===== src/inc/qcr_cfg.svh =====
/*
  Register offsets, field positions, reset values and counts shared by both ends
  of the coder parameter/command link and by the host's APB register set.
  Assumes inclusion by bare name from the package and the link property checker.
*/
`ifndef QCR_CFG_SVH
`define QCR_CFG_SVH

// ----------------------------------------------------------------------------
// device register map (8-bit host bus)
// ----------------------------------------------------------------------------
`define QCR_ADDR_SYSTEM     4'h0
`define QCR_ADDR_PARAM      4'h1
`define QCR_ADDR_CMD_STAT   4'h2

`define QCR_SYS_RESET       8'h00
`define QCR_PARAM_RESET     8'h00
`define QCR_SYS_ORDER_BIT   3
`define QCR_SYS_KIND_BIT    6
`define QCR_SYS_WIDTH_BIT   7
`define QCR_SYS_MASK        8'hC8

`define QCR_PAR_AT_LO_MSB   4
`define QCR_PAR_TM_BIT      5
`define QCR_PAR_AT_HI_LSB   6
`define QCR_PAR_AT_HI_MSB   7

`define QCR_CMD_IC_BIT      0
`define QCR_CMD_JC_BIT      1
`define QCR_CMD_RC_BIT      2
`define QCR_CMD_JP_BIT      3

`define QCR_ST_JS_BIT       0
`define QCR_ST_IS_BIT       3
`define QCR_ST_PS_BIT       5

`define QCR_RAM_INIT_CYCLES 9'h100
`define QCR_LINES_RESET     16'h0000

// ----------------------------------------------------------------------------
// host APB register map
// ----------------------------------------------------------------------------
`define QCR_APB_IRQ_STAT    8'h0C
`define QCR_APB_IRQ_MASK    8'h10
`define QCR_APB_PIX_WORD    8'h14
`define QCR_APB_WIN_LIMIT   8'h0C
`define QCR_IRQ_DEV_BIT     0
`define QCR_IRQ_PIX_BIT     1

`endif


===== src/inc/qcr_pkg.sv =====
/*
  Types and the shared pixel lane mapping of the coder register link.
  Assumes qcr_cfg.svh on the include path.
*/
`include "qcr_cfg.svh"

package qcr_pkg;

  typedef logic [7:0]  qcr_byte_t;
  typedef logic [3:0]  qcr_addr_t;
  typedef logic [31:0] qcr_word_t;

  // --------------------------------------------------------------------------
  // pixel lane mapping; pixel i is bit i of a word, pixel 0 leftmost
  // --------------------------------------------------------------------------
  // every mapping reverses or keeps the low 16 or all 32 bits and clears the rest, so it is its own inverse on those bits
  // and serves both the driving and the receiving end
  function automatic qcr_word_t qcr_lane_map(input qcr_word_t pix,
                                             input logic      width16,
                                             input logic      lsb_first);
    qcr_word_t r;
    r = 32'h0000_0000;
    for (int i = 0; i < 32; i++) begin
      if (width16) begin
        if (i < 16) begin
          r[lsb_first ? i : 15 - i] = pix[i];
        end
      end else begin
        r[lsb_first ? i : 31 - i] = pix[i];
      end
    end
    return r;
  endfunction : qcr_lane_map

endpackage : qcr_pkg


===== src/inc/qcr_link_if.sv =====
/*
  Link between the host end and the coder device end: 8-bit register bus,
  completion interrupt and the parallel image bus. Assumes one common clock.
*/
interface qcr_link_if;
  import qcr_pkg::*;

  qcr_addr_t hb_addr;
  qcr_byte_t hb_wdata;
  logic      hb_wr;
  logic      hb_rd;
  qcr_byte_t hb_rdata;
  logic      hb_irq;
  qcr_word_t image_par_bus;
  logic      image_strobe;

  modport dev_mp (
    input  hb_addr,
    input  hb_wdata,
    input  hb_wr,
    input  hb_rd,
    output hb_rdata,
    output hb_irq,
    output image_par_bus,
    output image_strobe
  );

  modport host_mp (
    output hb_addr,
    output hb_wdata,
    output hb_wr,
    output hb_rd,
    input  hb_rdata,
    input  hb_irq,
    input  image_par_bus,
    input  image_strobe
  );
endinterface : qcr_link_if


===== src/rtl/qcr_device.sv =====
/*
  Coder device end: system, parameter and command registers on the 8-bit
  host bus, status read-back, job sequencing (context RAM init, processing
  with pause or termination) and the parallel image bus formatter.
  Assumes a core on the same clock that presents pixel words and line-done
  pulses, and a host that keeps to the programming limits below.
*/

module qcr_device
  import qcr_pkg::*;
(
  input  wire logic          MCLK,
  input  wire logic          RSTN,
  qcr_link_if.dev_mp         link,
  input  wire qcr_pkg::qcr_word_t PIX_WORD,
  input  wire logic          PIX_VALID,
  input  wire logic          LINE_DONE,
  input  wire logic [15:0]   LINE_COUNT,
  output logic               TEMPLATE_TWO_LINE,
  output logic [6:0]         AT_POS,
  output logic               RAM_INIT_BUSY,
  output logic               PROCESSING,
  output logic               LS_SESSION
);
  import qcr_pkg::*;

  typedef enum logic [3:0] {
    QCR_IDLE   = 4'b0001,
    QCR_INIT   = 4'b0010,
    QCR_RUN    = 4'b0100,
    QCR_PAUSED = 4'b1000
  } qcr_dev_state_t;

  qcr_dev_state_t state_q;
  qcr_byte_t      sys_q;
  qcr_byte_t      param_q;
  qcr_byte_t      rdata_q;
  logic           pause_sel_q;
  logic           ls_q;
  logic           done_q;
  logic           irq_q;
  logic [8:0]     init_cnt_q;
  logic [15:0]    lines_left_q;
  qcr_word_t      bus_q;
  logic           strobe_q;

  logic cmd_wr;
  logic stat_rd;
  logic start_cmd;
  logic stop_cmd;
  logic init_cmd;
  logic last_line;
  logic init_end;
  logic job_end;
  logic pause_end;

  // --------------------------------------------------------------------------
  // command decode
  // --------------------------------------------------------------------------
  assign cmd_wr    = link.hb_wr && (link.hb_addr == `QCR_ADDR_CMD_STAT);
  assign stat_rd   = link.hb_rd && (link.hb_addr == `QCR_ADDR_CMD_STAT);
  assign init_cmd  = cmd_wr && link.hb_wdata[`QCR_CMD_IC_BIT];
  assign start_cmd = cmd_wr && link.hb_wdata[`QCR_CMD_JC_BIT];
  // clearing the start bit mid-run flushes the job as a termination
  assign stop_cmd  = cmd_wr && !link.hb_wdata[`QCR_CMD_JC_BIT] && (state_q == QCR_RUN);
  assign last_line = (state_q == QCR_RUN) && LINE_DONE && (lines_left_q <= 16'h0001);
  assign init_end  = (state_q == QCR_INIT) && (init_cnt_q == 9'h001);
  assign job_end   = (last_line && !pause_sel_q) || stop_cmd;
  assign pause_end = last_line && pause_sel_q && !stop_cmd;

  // --------------------------------------------------------------------------
  // configuration registers
  // --------------------------------------------------------------------------
  always_ff @(posedge MCLK or negedge RSTN) begin
    if (!RSTN) begin
      sys_q   <= `QCR_SYS_RESET;
      param_q <= `QCR_PARAM_RESET;
    end else if (link.hb_wr) begin
      if (link.hb_addr == `QCR_ADDR_SYSTEM) begin
        sys_q <= link.hb_wdata & `QCR_SYS_MASK;
      end
      if (link.hb_addr == `QCR_ADDR_PARAM) begin
        // position zero and the illegal small positions are passed as written
        param_q <= link.hb_wdata;
      end
    end
  end

  always_ff @(posedge MCLK or negedge RSTN) begin
    if (!RSTN) begin
      pause_sel_q <= 1'b0;
      ls_q        <= 1'b0;
    end else if (cmd_wr) begin
      pause_sel_q <= link.hb_wdata[`QCR_CMD_JP_BIT];
      ls_q        <= link.hb_wdata[`QCR_CMD_RC_BIT];
    end
  end

  // --------------------------------------------------------------------------
  // job sequencer
  // --------------------------------------------------------------------------
  always_ff @(posedge MCLK or negedge RSTN) begin
    if (!RSTN) begin
      state_q <= QCR_IDLE;
    end else begin
      case (state_q)
        QCR_IDLE: begin
          if (init_cmd) begin
            state_q <= QCR_INIT;
          end else if (start_cmd) begin
            state_q <= QCR_RUN;
          end
        end
        QCR_INIT: begin
          if (init_end) begin
            state_q <= QCR_IDLE;
          end
        end
        QCR_RUN: begin
          if (job_end) begin
            state_q <= QCR_IDLE;
          end else if (pause_end) begin
            state_q <= QCR_PAUSED;
          end
        end
        QCR_PAUSED: begin
          if (start_cmd) begin
            state_q <= QCR_RUN;
          end else if (init_cmd) begin
            state_q <= QCR_INIT;
          end
        end
        default: begin
          state_q <= QCR_IDLE;
        end
      endcase
    end
  end

  always_ff @(posedge MCLK or negedge RSTN) begin
    if (!RSTN) begin
      init_cnt_q <= 9'h000;
    end else if (init_cmd && (state_q != QCR_RUN) && (state_q != QCR_INIT)) begin
      init_cnt_q <= `QCR_RAM_INIT_CYCLES;
    end else if (state_q == QCR_INIT) begin
      init_cnt_q <= init_cnt_q - 9'h001;
    end
  end

  // the line target is relative: each start, fresh or resumed, loads it anew
  always_ff @(posedge MCLK or negedge RSTN) begin
    if (!RSTN) begin
      lines_left_q <= `QCR_LINES_RESET;
    end else if (start_cmd && (state_q != QCR_RUN) && (state_q != QCR_INIT)) begin
      lines_left_q <= LINE_COUNT;
    end else if ((state_q == QCR_RUN) && LINE_DONE && (lines_left_q != 16'h0000)) begin
      lines_left_q <= lines_left_q - 16'h0001;
    end
  end

  // --------------------------------------------------------------------------
  // done flag and completion interrupt
  // --------------------------------------------------------------------------
  always_ff @(posedge MCLK or negedge RSTN) begin
    if (!RSTN) begin
      done_q <= 1'b0;
    end else if (init_end || job_end) begin
      done_q <= 1'b1;
    end else if ((init_cmd || start_cmd) && (state_q != QCR_RUN)) begin
      // a pause end never sets it, so it stays clear until the job ends
      done_q <= 1'b0;
    end
  end

  // set wins over the clear by a status read in the same cycle
  always_ff @(posedge MCLK or negedge RSTN) begin
    if (!RSTN) begin
      irq_q <= 1'b0;
    end else if (init_end || job_end || pause_end) begin
      irq_q <= 1'b1;
    end else if (stat_rd) begin
      irq_q <= 1'b0;
    end
  end

  // --------------------------------------------------------------------------
  // register read-back; unmapped addresses read zero
  // --------------------------------------------------------------------------
  always_ff @(posedge MCLK or negedge RSTN) begin
    if (!RSTN) begin
      rdata_q <= 8'h00;
    end else if (link.hb_rd) begin
      case (link.hb_addr)
        `QCR_ADDR_SYSTEM: begin
          rdata_q <= sys_q;
        end
        `QCR_ADDR_PARAM: begin
          rdata_q <= param_q;
        end
        `QCR_ADDR_CMD_STAT: begin
          rdata_q                 <= 8'h00;
          rdata_q[`QCR_ST_JS_BIT] <= done_q;
          rdata_q[`QCR_ST_IS_BIT] <= irq_q;
          rdata_q[`QCR_ST_PS_BIT] <= pause_sel_q;
        end
        default: begin
          rdata_q <= 8'h00;
        end
      endcase
    end
  end

  // --------------------------------------------------------------------------
  // image bus formatter
  // --------------------------------------------------------------------------
  // serial mode falls back to the plain 32-bit left-first layout
  always_ff @(posedge MCLK or negedge RSTN) begin
    if (!RSTN) begin
      bus_q    <= 32'h0000_0000;
      strobe_q <= 1'b0;
    end else begin
      strobe_q <= PIX_VALID && (state_q == QCR_RUN);
      if (PIX_VALID && (state_q == QCR_RUN)) begin
        if (sys_q[`QCR_SYS_KIND_BIT]) begin
          bus_q <= qcr_lane_map(PIX_WORD, sys_q[`QCR_SYS_WIDTH_BIT],
                                sys_q[`QCR_SYS_ORDER_BIT]);
        end else begin
          bus_q <= qcr_lane_map(PIX_WORD, 1'b0, 1'b0);
        end
      end
    end
  end

  // --------------------------------------------------------------------------
  // outputs
  // --------------------------------------------------------------------------
  assign link.hb_rdata      = rdata_q;
  assign link.hb_irq        = irq_q;
  assign link.image_par_bus = bus_q;
  assign link.image_strobe  = strobe_q;

  assign TEMPLATE_TWO_LINE  = param_q[`QCR_PAR_TM_BIT];
  assign AT_POS             = {param_q[`QCR_PAR_AT_HI_MSB:`QCR_PAR_AT_HI_LSB],
                               param_q[`QCR_PAR_AT_LO_MSB:0]};
  assign RAM_INIT_BUSY      = state_q[1];
  assign PROCESSING         = state_q[2];
  assign LS_SESSION         = ls_q;

endmodule : qcr_device


===== src/flat_wrapper.sv =====
// flat-port wrapper written by rule: the top's interface ports become plain ports
module qcr_device_flat import qcr_pkg::*;
  (MCLK, RSTN, PIX_WORD, PIX_VALID, LINE_DONE, LINE_COUNT, TEMPLATE_TWO_LINE, AT_POS, RAM_INIT_BUSY, PROCESSING, LS_SESSION, link_hb_addr, link_hb_wdata, link_hb_wr, link_hb_rd, link_hb_rdata, link_hb_irq, link_image_par_bus, link_image_strobe);
  qcr_link_if link_i ();
  input  wire logic MCLK;
  input  wire logic RSTN;
  input  wire qcr_pkg::qcr_word_t PIX_WORD;
  input  wire logic PIX_VALID;
  input  wire logic LINE_DONE;
  input  wire logic [15:0] LINE_COUNT;
  output logic TEMPLATE_TWO_LINE;
  output logic [6:0] AT_POS;
  output logic RAM_INIT_BUSY;
  output logic PROCESSING;
  output logic LS_SESSION;
  input wire logic [$bits(link_i.hb_addr)-1:0] link_hb_addr;
  input wire logic [$bits(link_i.hb_wdata)-1:0] link_hb_wdata;
  input wire logic [$bits(link_i.hb_wr)-1:0] link_hb_wr;
  input wire logic [$bits(link_i.hb_rd)-1:0] link_hb_rd;
  output wire logic [$bits(link_i.hb_rdata)-1:0] link_hb_rdata;
  output wire logic [$bits(link_i.hb_irq)-1:0] link_hb_irq;
  output wire logic [$bits(link_i.image_par_bus)-1:0] link_image_par_bus;
  output wire logic [$bits(link_i.image_strobe)-1:0] link_image_strobe;
  assign link_i.hb_addr = link_hb_addr;
  assign link_i.hb_wdata = link_hb_wdata;
  assign link_i.hb_wr = link_hb_wr;
  assign link_i.hb_rd = link_hb_rd;
  assign link_hb_rdata = link_i.hb_rdata;
  assign link_hb_irq = link_i.hb_irq;
  assign link_image_par_bus = link_i.image_par_bus;
  assign link_image_strobe = link_i.image_strobe;
  qcr_device u_core (.MCLK(MCLK), .RSTN(RSTN), .link(link_i), .PIX_WORD(PIX_WORD), .PIX_VALID(PIX_VALID), .LINE_DONE(LINE_DONE), .LINE_COUNT(LINE_COUNT), .TEMPLATE_TWO_LINE(TEMPLATE_TWO_LINE), .AT_POS(AT_POS), .RAM_INIT_BUSY(RAM_INIT_BUSY), .PROCESSING(PROCESSING), .LS_SESSION(LS_SESSION));
endmodule

===== config.mk =====
export PLATFORM = sky130hd
export DESIGN_NAME = qcr_device_flat
export DESIGN_NICKNAME = d
export VERILOG_FILES = /design/src/inc/qcr_pkg.sv /design/src/inc/qcr_link_if.sv /design/src/rtl/qcr_device.sv /design/src/flat_wrapper.sv
export VERILOG_INCLUDE_DIRS = /design/src /design/src/inc
export SDC_FILE = /design/constraint.sdc
export NUM_CORES = 1
export LEC_CHECK = 0
export BUFFER_PORTS_ARGS = -buffer_cell sky130_fd_sc_hd__buf_2
export CORE_UTILIZATION = 48
export DETAILED_ROUTE_END_ITERATION = 10
export PLACE_DENSITY = 0.77
export SLEW_MARGIN = 20
export SYNTH_ARGS = -nofsm -noshare
export SYNTH_HDL_FRONTEND = slang
export SYNTH_SLANG_ARGS = --single-unit
export TNS_END_PERCENT = 1

===== constraint.sdc =====
create_clock -name MCLK -period 1.8 [get_ports MCLK]
set_input_delay 0.36 -clock MCLK [delete_from_list [all_inputs] [get_ports MCLK]]
set_output_delay 0.36 -clock MCLK [all_outputs]
set_load 0.01 [all_outputs]

-- After elaboration in Yosys (flattened, before gate mapping)
Cells that the tools add are included.
W data, S select, Z words.
- register bits: 85
- input bits: 66
- output and inout bits: 53
- word-level logic and storage cells: 511
- add/subtract/negate cells: 2
- $lt $le $gt $ge: 97
- equality and inequality tests: 13
- mux-type cells: 302
- bitwise gates (word level): 2
- reduce and logical (&&, ||, !) cells: 83
- operators by type and width (kind ; count):
    $mux W32 ; 95
    $ge A32 B1 Y1 const B ; 48
    $lt A32 B7 Y1 const B ; 48
    $bwmux W32 ; 46
    $demux W1 S5 ; 48
    $mux W5 ; 32
    $mux W4 ; 23
    $logic_and A1 B1 Y1 ; 67
    $and A32 B32 Y32 ; 2
    $mux W1 ; 52
    $mux W16 ; 2
    $pmux W8 S3 ; 1
    $mux W9 ; 2
    $le A16 B1 Y1 const B ; 1
    $pmux W4 S4 ; 1
    $reduce_bool A16 Y1 ; 1
    $sub A16 B1 Y16 const B ; 1
    $eq A9 B1 Y1 const B ; 1
    $ne A3 B1 Y1 const B ; 3
    $sub A9 B1 Y9 const B ; 1
    $eq A4 B1 Y1 const B ; 2
    $eq A4 B2 Y1 const B ; 2
    $reduce_bool A2 Y1 ; 4
    $eq A4 B3 Y1 const B ; 1
    9 further kinds ; 15

-- Depth between registers and ports, before layout
Gate-level depths: netlist of the first run.
- word-level depth: 132
- depth in mapped cells: 8
- mapped depth without buffers: 7

-- Worst setup path after synthesis of the first run
No wires, ideal clock.
- path type: flip-flop to flip-flop
- from: register u_core.lines_left_q[4]
- to: register u_core.lines_left_q[9]
- library setup time: 0.082 ns
- data arrival time: 1.883 ns
- required time: 1.718 ns
- setup slack: -0.165 ns
- stages on the path, launching flop included: 6
- buffers on the path: 0
- period minus slack after synthesis: 1.965 ns
- path through: dfrtp_1 > or3_4 > or2_4 > or3_4 > or3_1 > a31oi_1
- word-level cells in the longest chain between the ends: 3
- elaborated cells between the ends (all ways): 6
- classes of those cells: add/sub: 1; mux: 2; reduce/logical: 3
- ends and longest elaborated chain (what ; RTL line ; text):
    start, declared ; qcr_device.sv:43 ; logic [15:0] lines_left_q;
    start signal, assigned ; qcr_device.sv:153 ; lines_left_q <= `QCR_LINES_RESET;
    start signal, assigned ; qcr_device.sv:157 ; lines_left_q <= lines_left_q - 16'h0001;
    $sub A16 B1 Y16 / $reduce_bool A16 Y1 (equally long branches) ; qcr_device.sv:157, qcr_device.sv:156 ;
    $mux W16 / $logic_and A1 B1 Y1 (equally long branches) ; qcr_device.sv:156 ; end else if ((state_q == QCR_RUN) && LINE_DONE && (lines_left_q != 16'h0000)) begin
    $mux W16 / $reduce_bool A2 Y1 (equally long branches) ; n/a ;
Several ways; a longest one is shown, not always the timed one. The select of a mux whose other input is x is not followed.
A chain may end at the register's enable or synchronous reset.

-- Worst setup path in the final report of the first run
- from: register u_core.lines_left_q[9]
- to: register u_core.lines_left_q[4]
- word-level cells in the longest chain between the ends: 3
- ends and longest elaborated chain (what ; RTL line):
    $reduce_bool A16 Y1 ; qcr_device.sv:156
    $logic_and A1 B1 Y1 ; qcr_device.sv:156
    $reduce_bool A2 Y1 (no source line) ; n/a
Every way passes these cells.

==> results_dict.tcl, run 1 <==
set metrics [dict create \
    status "complete, but fails checks" \
    violations "design-rule violations, negative setup slack" \
    critPathKind "flop to flop" \
    synth_area_um2 4530 \
    cts_sinks 85 \
    numPortBuffers 118 \
    dr.pass1.iters 8 \
    ys_warn_count 0 \
    path_max_fanout 5 \
    layout-drive-gt1-share_pct 38.6 \
    antenna_found_initial 0 \
    synth_edf_count 0 \
    placedCellCount 743 \
    min_to "u_core.lines_left_q[4]" \
    post-route-util_pct 65.2 \
    cts_tree "done" \
    grt_usage_pct 24.5 \
    cp.required_ns 2.04 \
    worst_hold_startpoint "LINE_COUNT[4]" \
    reg2reg_from "u_core.lines_left_q[9]" \
    grt_pass1_vias 4235 \
    drt-initial-drc-count 232 \
    fp.coreArea_um2 9200 \
    clockBufferDepth 2 \
    synth-seq-cells 85 \
    worst_slack_ns -0.270 \
    p_leak_uw 0.00295 \
    fin_crit_ns 2.07 \
    crit_arrival_ns 2.31 \
    start_util_pct 49.3 \
    r2r_end "u_core.lines_left_q[4]" \
    tns_ns -3.52 \
    final_cells 769 \
    grt-ovfl-total 0 \
    ys_types 57 \
    numCtsBuffers 9 \
    max-slew-margin-rel_pct 63.4 \
    area_growth_pct 32.3 \
    synthTopCellsByCount "dfrtp_1, nor2_1, a21oi_1, nand2_1, inv_1" \
    fin_worst_skew_ns 0.0142 \
    syn_avg_cell_area_um2 9.39 \
    synth_area_leader_cell "dfrtp_1" \
    die_w_um 99.2 \
    synth_ff_type "dfrtp_1" \
    vias 4313 \
    die_h_um 99.2 \
    cts.clk_slew.worst_paths_ns 0.08 \
    power.total_uw 7530 \
    fmax_ghz 0.483 \
    remaining_drc_errors 2 \
    final_nets 724 \
    insertion_delay_ns 0.36 \
    synth_seq_area_share_pct 47.0 \
    synth_area_leaders "dfrtp_1, mux2_2, nor2_1, a21oi_1, nand2_1" \
    start_kind "flop" \
    antenna_left 0 \
    r2r_setup_slack_ns -0.27 \
    slew_viol_final 0 \
    finalCritPeriodShare_pct 115 \
    drv_cap 0 \
    dp_hpwl_um 8770 \
    antennaDiodeCount 0 \
    async_flop_share_pct 100 \
    grt_max_degree 39 \
    whs_ns 0.221 \
    wl_um 11900 \
    rr_worst_depth 6 \
    endpoint_kind "flop" \
    whs_path_depth 3 \
    postSynthCellCount 483 \
    ir_worst_vdd_uv 646 \
    grt_pass1_wl_um 19200 \
    finalSetupViolations 21 \
    cts-root-buf "clkbuf_8" \
    rows 35 \
    hold_viol 0 \
    routed_via_density 5.61 \
    holdCritPathClass "primary input to flop" \
    yosys.area.top_type_share_pct 46.4 \
    tightest_slew_ns 0.548 \
    synth_nets 554 \
    synth_most_common_cell "dfrtp_1" \
    htreeDepth 3 \
    route.detailed.wl_per_inst_um 15.5 \
    io_pins 119 \
    p_per_area_nw_per_um2 1260 \
    place_congestion 0.909 \
    rsz0062_at_grt "yes" \
    die_area_um2 9840 \
]
## critical path, cell delays in order, from the launching register on
cell and delay, ns:
dfrtp_1 0.38, or4_4 0.56, or3_4 0.43, o211ai_4 0.25
buf_12 0.15, xor2_2 0.13, o21ai_1 0.07
## area by class of cell
class | instances | area, um2
well taps | 111 | 139
multi-input cells | 341 | 2290
clock buffers | 13 | 159
clock inverters | 3 | 20.0
inverters | 32 | 120
fillers | 764 | 3200
repair buffers | 184 | 1140
flip-flops and latches | 85 | 2130
## layer usage
metal	track usage (%)	vias up	part of all wire, %
li1	-	2087	-
met1	30.3	2044	42
met2	41.7	161	50
met3	5.90	21	6.5
met4	9.28	0	1.7
met5	0	-	0
## kinds of logic after synthesis
logic type      count (synthesis)  synth area share [%]
compound gates                150                  21.8
xor+xnor                        5                 0.966
flops                          85                  47.0
buf+inv                        57                  4.86
fa+ha+maj                       5                  1.38
mux                            30                  7.40
simple gates                  151                  16.6
## layout by cell type, fill, tap and decap left out, drive strengths merged, types with 9 or more instances in the layout
cell    count
buf       183
dfrtp      84
nor2       54
a21oi      37
nand2      35
inv        31
mux2       28
o21ai      27
o22ai      19
a211oi     15
a21o       14
clkbuf     13
nand3      12
nor3        9
## per-stage QoR
| step | area (um2) | setup slack, ns |
|---|---|---|
| after floorplan | 4530 | -0.165 |
| after global placement | 5610 | -0.199 |
| after detailed placement | 5610 | -0.268 |
| after CTS | 5850 | -0.210 |
| after global routing | 6000 | -0.347 |
| final | 6000 | -0.270 |
## flip-flops by register name, indices dropped and copies added (netlist names)
signal	count
u_core.init_cnt_q	9
u_core.LS_SESSION	1
u_core.pause_sel_q	1
u_core.link.hb_rdata	8
u_core.state_q	4
u_core.link.image_strobe	1
u_core.lines_left_q	16
u_core.link.hb_irq	1
u_core.param_q	8
u_core.done_q	1
u_core.link.image_par_bus	32
u_core.sys_q	3
## repair_timing
item,CTS,global route
hold endpoints to repair,29,0
gates resized for setup,9,22
hold buffers,1,0
buffers inserted,3,6
setup endpoints to repair,23,51
pin swaps,4,10
## where the power goes
group	switching [uW]	internal, uW	total (uW)	leakage (uW)
logic	1690	1590	3270	0.00179
registers	451	2570	3020	0.00108
clock network	662	576	1240	0.0000857
total	2800	4730	7530	0.00295
## how the worst max path moves through the flow
| stage | slack [ns] | to | startpoint | cells past startpoint |
|---|---|---|---|---|
| 6_report | -0.27 | u_core.lines_left_q[4] | u_core.lines_left_q[9] | 6 |
| 3_3_place_gp | -0.20 | u_core.lines_left_q[11] | u_core.lines_left_q[8] | 5 |
| 2_1_floorplan | -0.16 | u_core.lines_left_q[9] | u_core.lines_left_q[4] | 5 |
| 3_5_place_dp | -0.27 | u_core.lines_left_q[9] | u_core.state_q[1] | 5 |
| 5_1_grt | -0.35 | u_core.lines_left_q[4] | u_core.lines_left_q[9] | 6 |
| 4_1_cts | -0.21 | u_core.lines_left_q[9] | u_core.lines_left_q[5] | 5 |
Note: power is estimated with default switching activity, not from simulation.
==> run 2, diff against run 1 <==
ABC_AREA = 1   (was not set)
CAP_MARGIN = 0   (was not set)
CORE_ASPECT_RATIO = 0.9   (was not set)
CORE_UTILIZATION = 49   (was 48)
==> results_dict.tcl, run 2 <==
set metrics [dict create \
    die_area_um2 10300 \
    crit_arrival_ns 1.93 \
    fin_area_um2 5900 \
    power.total_uw 4690 \
    wl_um 12100 \
    fmax_ghz 0.596 \
    numPortBuffers 118 \
    max_stage_delay_ns 0.41 \
    dr.pass1.iters 7 \
    synth_area_leaders "dfrtp_1, nand2_1, o21ai_0, o211ai_1, inv_1" \
    ys_warn_count 0 \
    worst_slack_ns 0.123 \
    numCtsBuffers 9 \
    cp.required_ns 2.05 \
    io_pins 119 \
    place_area_um2 5600 \
    grt.busiest_layer "met2" \
    fp.coreArea_um2 9660 \
    ir_worst_vdd_uv 567 \
    tightest_slew_ns 0.475 \
    largest_reg_flops 32 \
    synth_top_family_by_area "simple AND/OR/NAND/NOR gates" \
    antenna_left 0 \
    violations "negative hold slack" \
    yosys.area_share.xor_xnor_pct 1.27 \
    antenna_found_initial 0 \
    cts-root-buf "clkbuf_8" \
    cts_tree "done" \
    final_nets 808 \
    whs_ns -0.00842 \
    rsz0062_at_grt "yes" \
    async_flop_share_pct 100 \
    cts_sinks 85 \
    status "complete, but fails checks" \
    met2_usage_pct 41.9 \
    synth_nets 689 \
    ys_types 45 \
    synth_edf_count 0 \
    dp_slack_ns 0.0626 \
    synthTopCellsByCount "nand2_1, dfrtp_1, inv_1, o21ai_0, o211ai_1" \
    drt-initial-drc-count 207 \
    vias 4655 \
    critPathKind "flop to flop" \
    die_h_um 96.3 \
    grt_usage_pct 24.4 \
    grt_pass1_vias 4379 \
    fin_crit_ns 1.68 \
    yosys.area_share.simple_pct 23.8 \
    htreeDepth 3 \
    path_max_fanout 4 \
    synth-seq-cells 85 \
    fin_worst_skew_ns 0.0118 \
    grt_use_met3_pct 5.35 \
    crit_chain "inv_1 -> ha_1 -> nand2_1 -> nor2_4 -> inv_1 -> nor2_1 -> nand3_1 -> nand3_1 -> o211ai_1" \
    yosys.area_share.adder_pct 1.29 \
    holdCritPathClass "primary input to async pin" \
    die_w_um 107 \
    clockBufferDepth 2 \
    drv_cap 0 \
    synth_compound_area_share_pct 20.7 \
    mostFrequentLayoutCell "nand2_1" \
    dp_hpwl_um 8560 \
    slowest_stage "dfrtp_1" \
    syn_avg_cell_area_um2 7.84 \
    rr_worst_depth 9 \
    place_congestion 0.901 \
    p_leak_uw 0.00298 \
    grt_max_degree 86 \
    remaining_drc_errors 0 \
    slew_viol_final 0 \
    cts.clk_slew.worst_paths_ns 0.09 \
    postSynthCellCount 618 \
    layout-drive-gt1-share_pct 24.8 \
    start_kind "flop" \
    p_per_area_nw_per_um2 794 \
    grt_pass1_wl_um 19700 \
    yosys.area.top_type_share_pct 43.4 \
    endpoint_kind "flop" \
    synth_area_leader_cell "dfrtp_1" \
    grt-ovfl-total 0 \
    rows 34 \
    synth_area_um2 4840 \
    route.detailed.wl_per_inst_um 14.0 \
    max-slew-margin-rel_pct 68.3 \
    finalCritPeriodShare_pct 93.2 \
    finalSetupViolations 0 \
    synth_most_common_cell "nand2_1" \
    final_cell_mix "nand2_1, buf_2, dfrtp_1" \
    start_util_pct 50.2 \
    antennaDiodeCount 0 \
    synth_ff_type "dfrtp_1" \
    hold_viol 3 \
    synth_seq_area_share_pct 43.9 \
    area_growth_pct 21.8 \
    synth_mux_area_share_pct 0.232 \
    insertion_delay_ns 0.37 \
    routed_via_density 5.36 \
    met1_usage_pct 30.0 \
]
==> run 2: cell types whose count changed in the layout (fill, tap and decap cells not counted), sizes merged, moves of 27 or more <==
cell,delta
buf,-52
mux2,-27
nand2,+127
inv,+46
o21ai,+42
o211ai,+32
==> run 2: final timing paths <==
check                                              start                             to  slack (ns)
max in group asynchronous                           RSTN              u_core.state_q[0]        1.40
min reg2reg                u_core.link.image_par_bus[25]  u_core.link.image_par_bus[25]        0.49
max reg2reg                       u_core.lines_left_q[1]        u_core.lines_left_q[12]        0.12
min                                                 RSTN         u_core.lines_left_q[8]      -0.008
min in group MCLK                          LINE_COUNT[8]         u_core.lines_left_q[8]        0.19
max                               u_core.lines_left_q[1]        u_core.lines_left_q[12]        0.12
==> run 2: through the flow <==
step           hold slack (ns)  cells  util [%]  TNS (ns)
2_1_floorplan           0.0644    618         -         0
3_3_place_gp             0.434    850      58.0         0
3_5_place_dp             0.436    850      58.0         0
4_1_cts                 0.0238    866      60.7         0
5_1_grt                 0.0319    868      61.1   -0.0474
6_report              -0.00842    868      61.1         0
==> run 2: power by group <==
part | switching [uW] | internal [uW] | total, uW
Sequential | 76.5 | 2010 | 2090
Combinational | 500 | 309 | 809
Clock | 733 | 1060 | 1790
Total | 1310 | 3380 | 4690
==> run 2: timing repair <==
item | in CTS | in global routing
resized for setup | 0 | 7
hold buffers | 0 | 0
endpoints found under the setup margin | 0 | 33
setup buffers | 0 | 1
==> run 2: cells by family (layout without fill, tap and decap cells) <==
group,Yosys count,in the layout
mux,1,1
buf+inv,103,226
flops,85,85
compound gates,161,161
fa+ha+maj,5,5
xor+xnor,7,7
simple gates,256,257
==> run 2: area by class of cell <==
cell class | instances | area [um2]
well taps | 126 | 158
inverters | 79 | 298
multi-input cells | 431 | 2330
repair buffers | 131 | 728
fillers | 855 | 3760
flip-flops and latches | 85 | 2130
clock inverters | 7 | 138
clock buffers | 9 | 124
==> run 2: layer usage <==
metal / vias to the layer above / share of wire (%)
li1: 2288 / -
met1: 2189 / 44
met2: 158 / 49
met3: 20 / 5.8
met4: 0 / 1.8
met5: - / 0
==> run 2: critical path, delay by kind of cell (launching register included) <==
| family | cells | cell delay [ns] |
|---|---|---|
| AO/OA/AOI/OAI | 1 | 0.09 |
| flip-flops | 1 | 0.41 |
| adder cells (fa/ha/maj) | 1 | 0.21 |
| buffers and inverters | 2 | 0.17 |
| AND/OR/NAND/NOR | 5 | 0.68 |
==> run 3, diff against run 2 <==
CORE_ASPECT_RATIO = 0.75   (was 0.9)
==> results_dict.tcl, run 3 (same netlist as run 2, synthesis figures left out) <==
set metrics [dict create \
    mostFrequentLayoutCell "nand2_1" \
    holdCritPathClass "primary input to flop" \
    final_nets 811 \
    antenna_left 0 \
    layout-drive-gt1-share_pct 25.5 \
    place_congestion 0.883 \
    grt_max_degree 57 \
    cp.required_ns 2.03 \
    die_w_um 117 \
    vias 4681 \
    status "completed" \
    antenna_found_initial 0 \
    htreeDepth 3 \
    start_kind "flop" \
    fin_worst_skew_ns 0.00673 \
    remaining_drc_errors 0 \
    slew_viol_final 0 \
    hold_viol 0 \
    cts_tree "done" \
    grt_pass1_wl_um 21100 \
    dp_hpwl_um 9610 \
    drt-initial-drc-count 285 \
    grt_usage_pct 26.7 \
    cts-root-buf "clkbuf_16" \
    tns_ns 0 \
    grt-ovfl-total 0 \
    final_cell_mix "nand2_1, buf_2, dfrtp_1" \
    die_h_um 88.1 \
    antennaDiodeCount 0 \
    insertion_delay_ns 0.34 \
    crit_arrival_ns 1.86 \
    fmax_ghz 0.612 \
    numPortBuffers 118 \
    path_max_fanout 25 \
    numCtsBuffers 9 \
    cts.clk_slew.worst_paths_ns 0.06 \
    route.detailed.wl_per_inst_um 14.7 \
    start_util_pct 50.4 \
    max-slew-margin-rel_pct 74.6 \
    area_growth_pct 23.7 \
    finalSetupViolations 0 \
    routed_via_density 5.34 \
    wl_um 12900 \
    fillerInstances 890 \
    largest_reg_flops 32 \
    whs_ns 0.244 \
    p_per_area_nw_per_um2 801 \
    critPathKind "flop to flop" \
    finalCritPeriodShare_pct 90.8 \
    endpoint_kind "flop" \
    ir_worst_vdd_uv 707 \
    io_pins 119 \
    drv_cap 0 \
    cts_sinks 85 \
    die_area_um2 10300 \
    tightest_slew_ns 0.380 \
    rows 31 \
    clockBufferDepth 2 \
    p_leak_uw 0.00300 \
    dr.pass1.iters 5 \
    grt_pass1_vias 4436 \
    fp.coreArea_um2 9620 \
    fin_crit_ns 1.64 \
]
-- run 3: cell count changes in the layout (fill, tap and decap cells not counted), moves of 2 or more --
| cell | delta |
|---|---|
| nor2_2 | -2 |
| clkbuf_8 | -9 |
| clkinvlp_4 | +2 |
| inv_2 | +2 |
| buf_4 | +3 |
| bufinv_16 | -3 |
| inv_1 | -2 |
| clkbuf_16 | +9 |
-- run 3: final cells by class --
cell class                 count  area (um2)  area share, %
multi-input combinational    430        2340           39.0
sequential                    85        2130           35.5
timing repair buffer         135         761           12.7
inverter                      79         298           4.97
clock buffer                   9         225           3.76
tap                          132         165           2.76
clock inverter                 7        75.1           1.25
-- run 3: critical path: stages (launching register included) --
cell	delay, ns
dfrtp_1	0.43
nor2_2	0.21
nand3_4	0.22
nor2_8	0.16
buf_4	0.28
nand2_1	0.10
o21a_1	0.11
-- run 3: power breakdown --
part	internal, uW	switching (uW)	leakage (uW)	total, uW
combinational	309	513	0.00180	821
clock	1080	803	0.000138	1880
sequential	2020	79.9	0.00106	2100
total	3400	1400	0.00300	4800
-- run 3: final timing paths --
path / depth (start not counted) / slack (ns) / to / start
min in group asynchronous: 2 / 0.46 / u_core.link.image_par_bus[6] / RSTN
setup reg to reg: 6 / 0.16 / u_core.link.image_par_bus[22] / u_core.state_q[1]
max in group asynchronous: 3 / 0.76 / u_core.link.hb_irq / RSTN
hold / removal: 3 / 0.24 / u_core.lines_left_q[8] / LINE_COUNT[8]
setup / recovery: 6 / 0.16 / u_core.link.image_par_bus[22] / u_core.state_q[1]
hold reg to reg: 2 / 0.49 / u_core.LS_SESSION / u_core.LS_SESSION
-- run 3: through the flow --
step	std cells	setup slack (ns)	power [uW]	utilization, %	instance area (um2)
after floorplan	618	0.299	2580	-	4840
after global placement	860	0.137	2910	58.6	5640
after detailed placement	860	0.0738	2940	58.6	5640
after CTS	877	0.0430	4820	61.8	5950
after global routing	877	-0.00259	5010	62.3	5990
final	877	0.165	4800	62.3	5990
-- run 3: metal layers --
metal	part of all wire [%]	vias to the layer above	routed length (um)	global-route usage [%]
met4	1.1	0	140	7.83
met1	48	2235	6210	37.2
met3	5.0	12	644	5.12
li1	-	2298	-	-
met5	0	-	0	0
met2	46	136	5940	42.3
-- run 3: what timing repair did --
item | CTS | global route
endpoints found under the hold margin | 18 | 0
buffers inserted | 0 | 0
hold buffers | 1 | 0
endpoints found under the setup margin | 0 | 22
resized for setup | 0 | 13
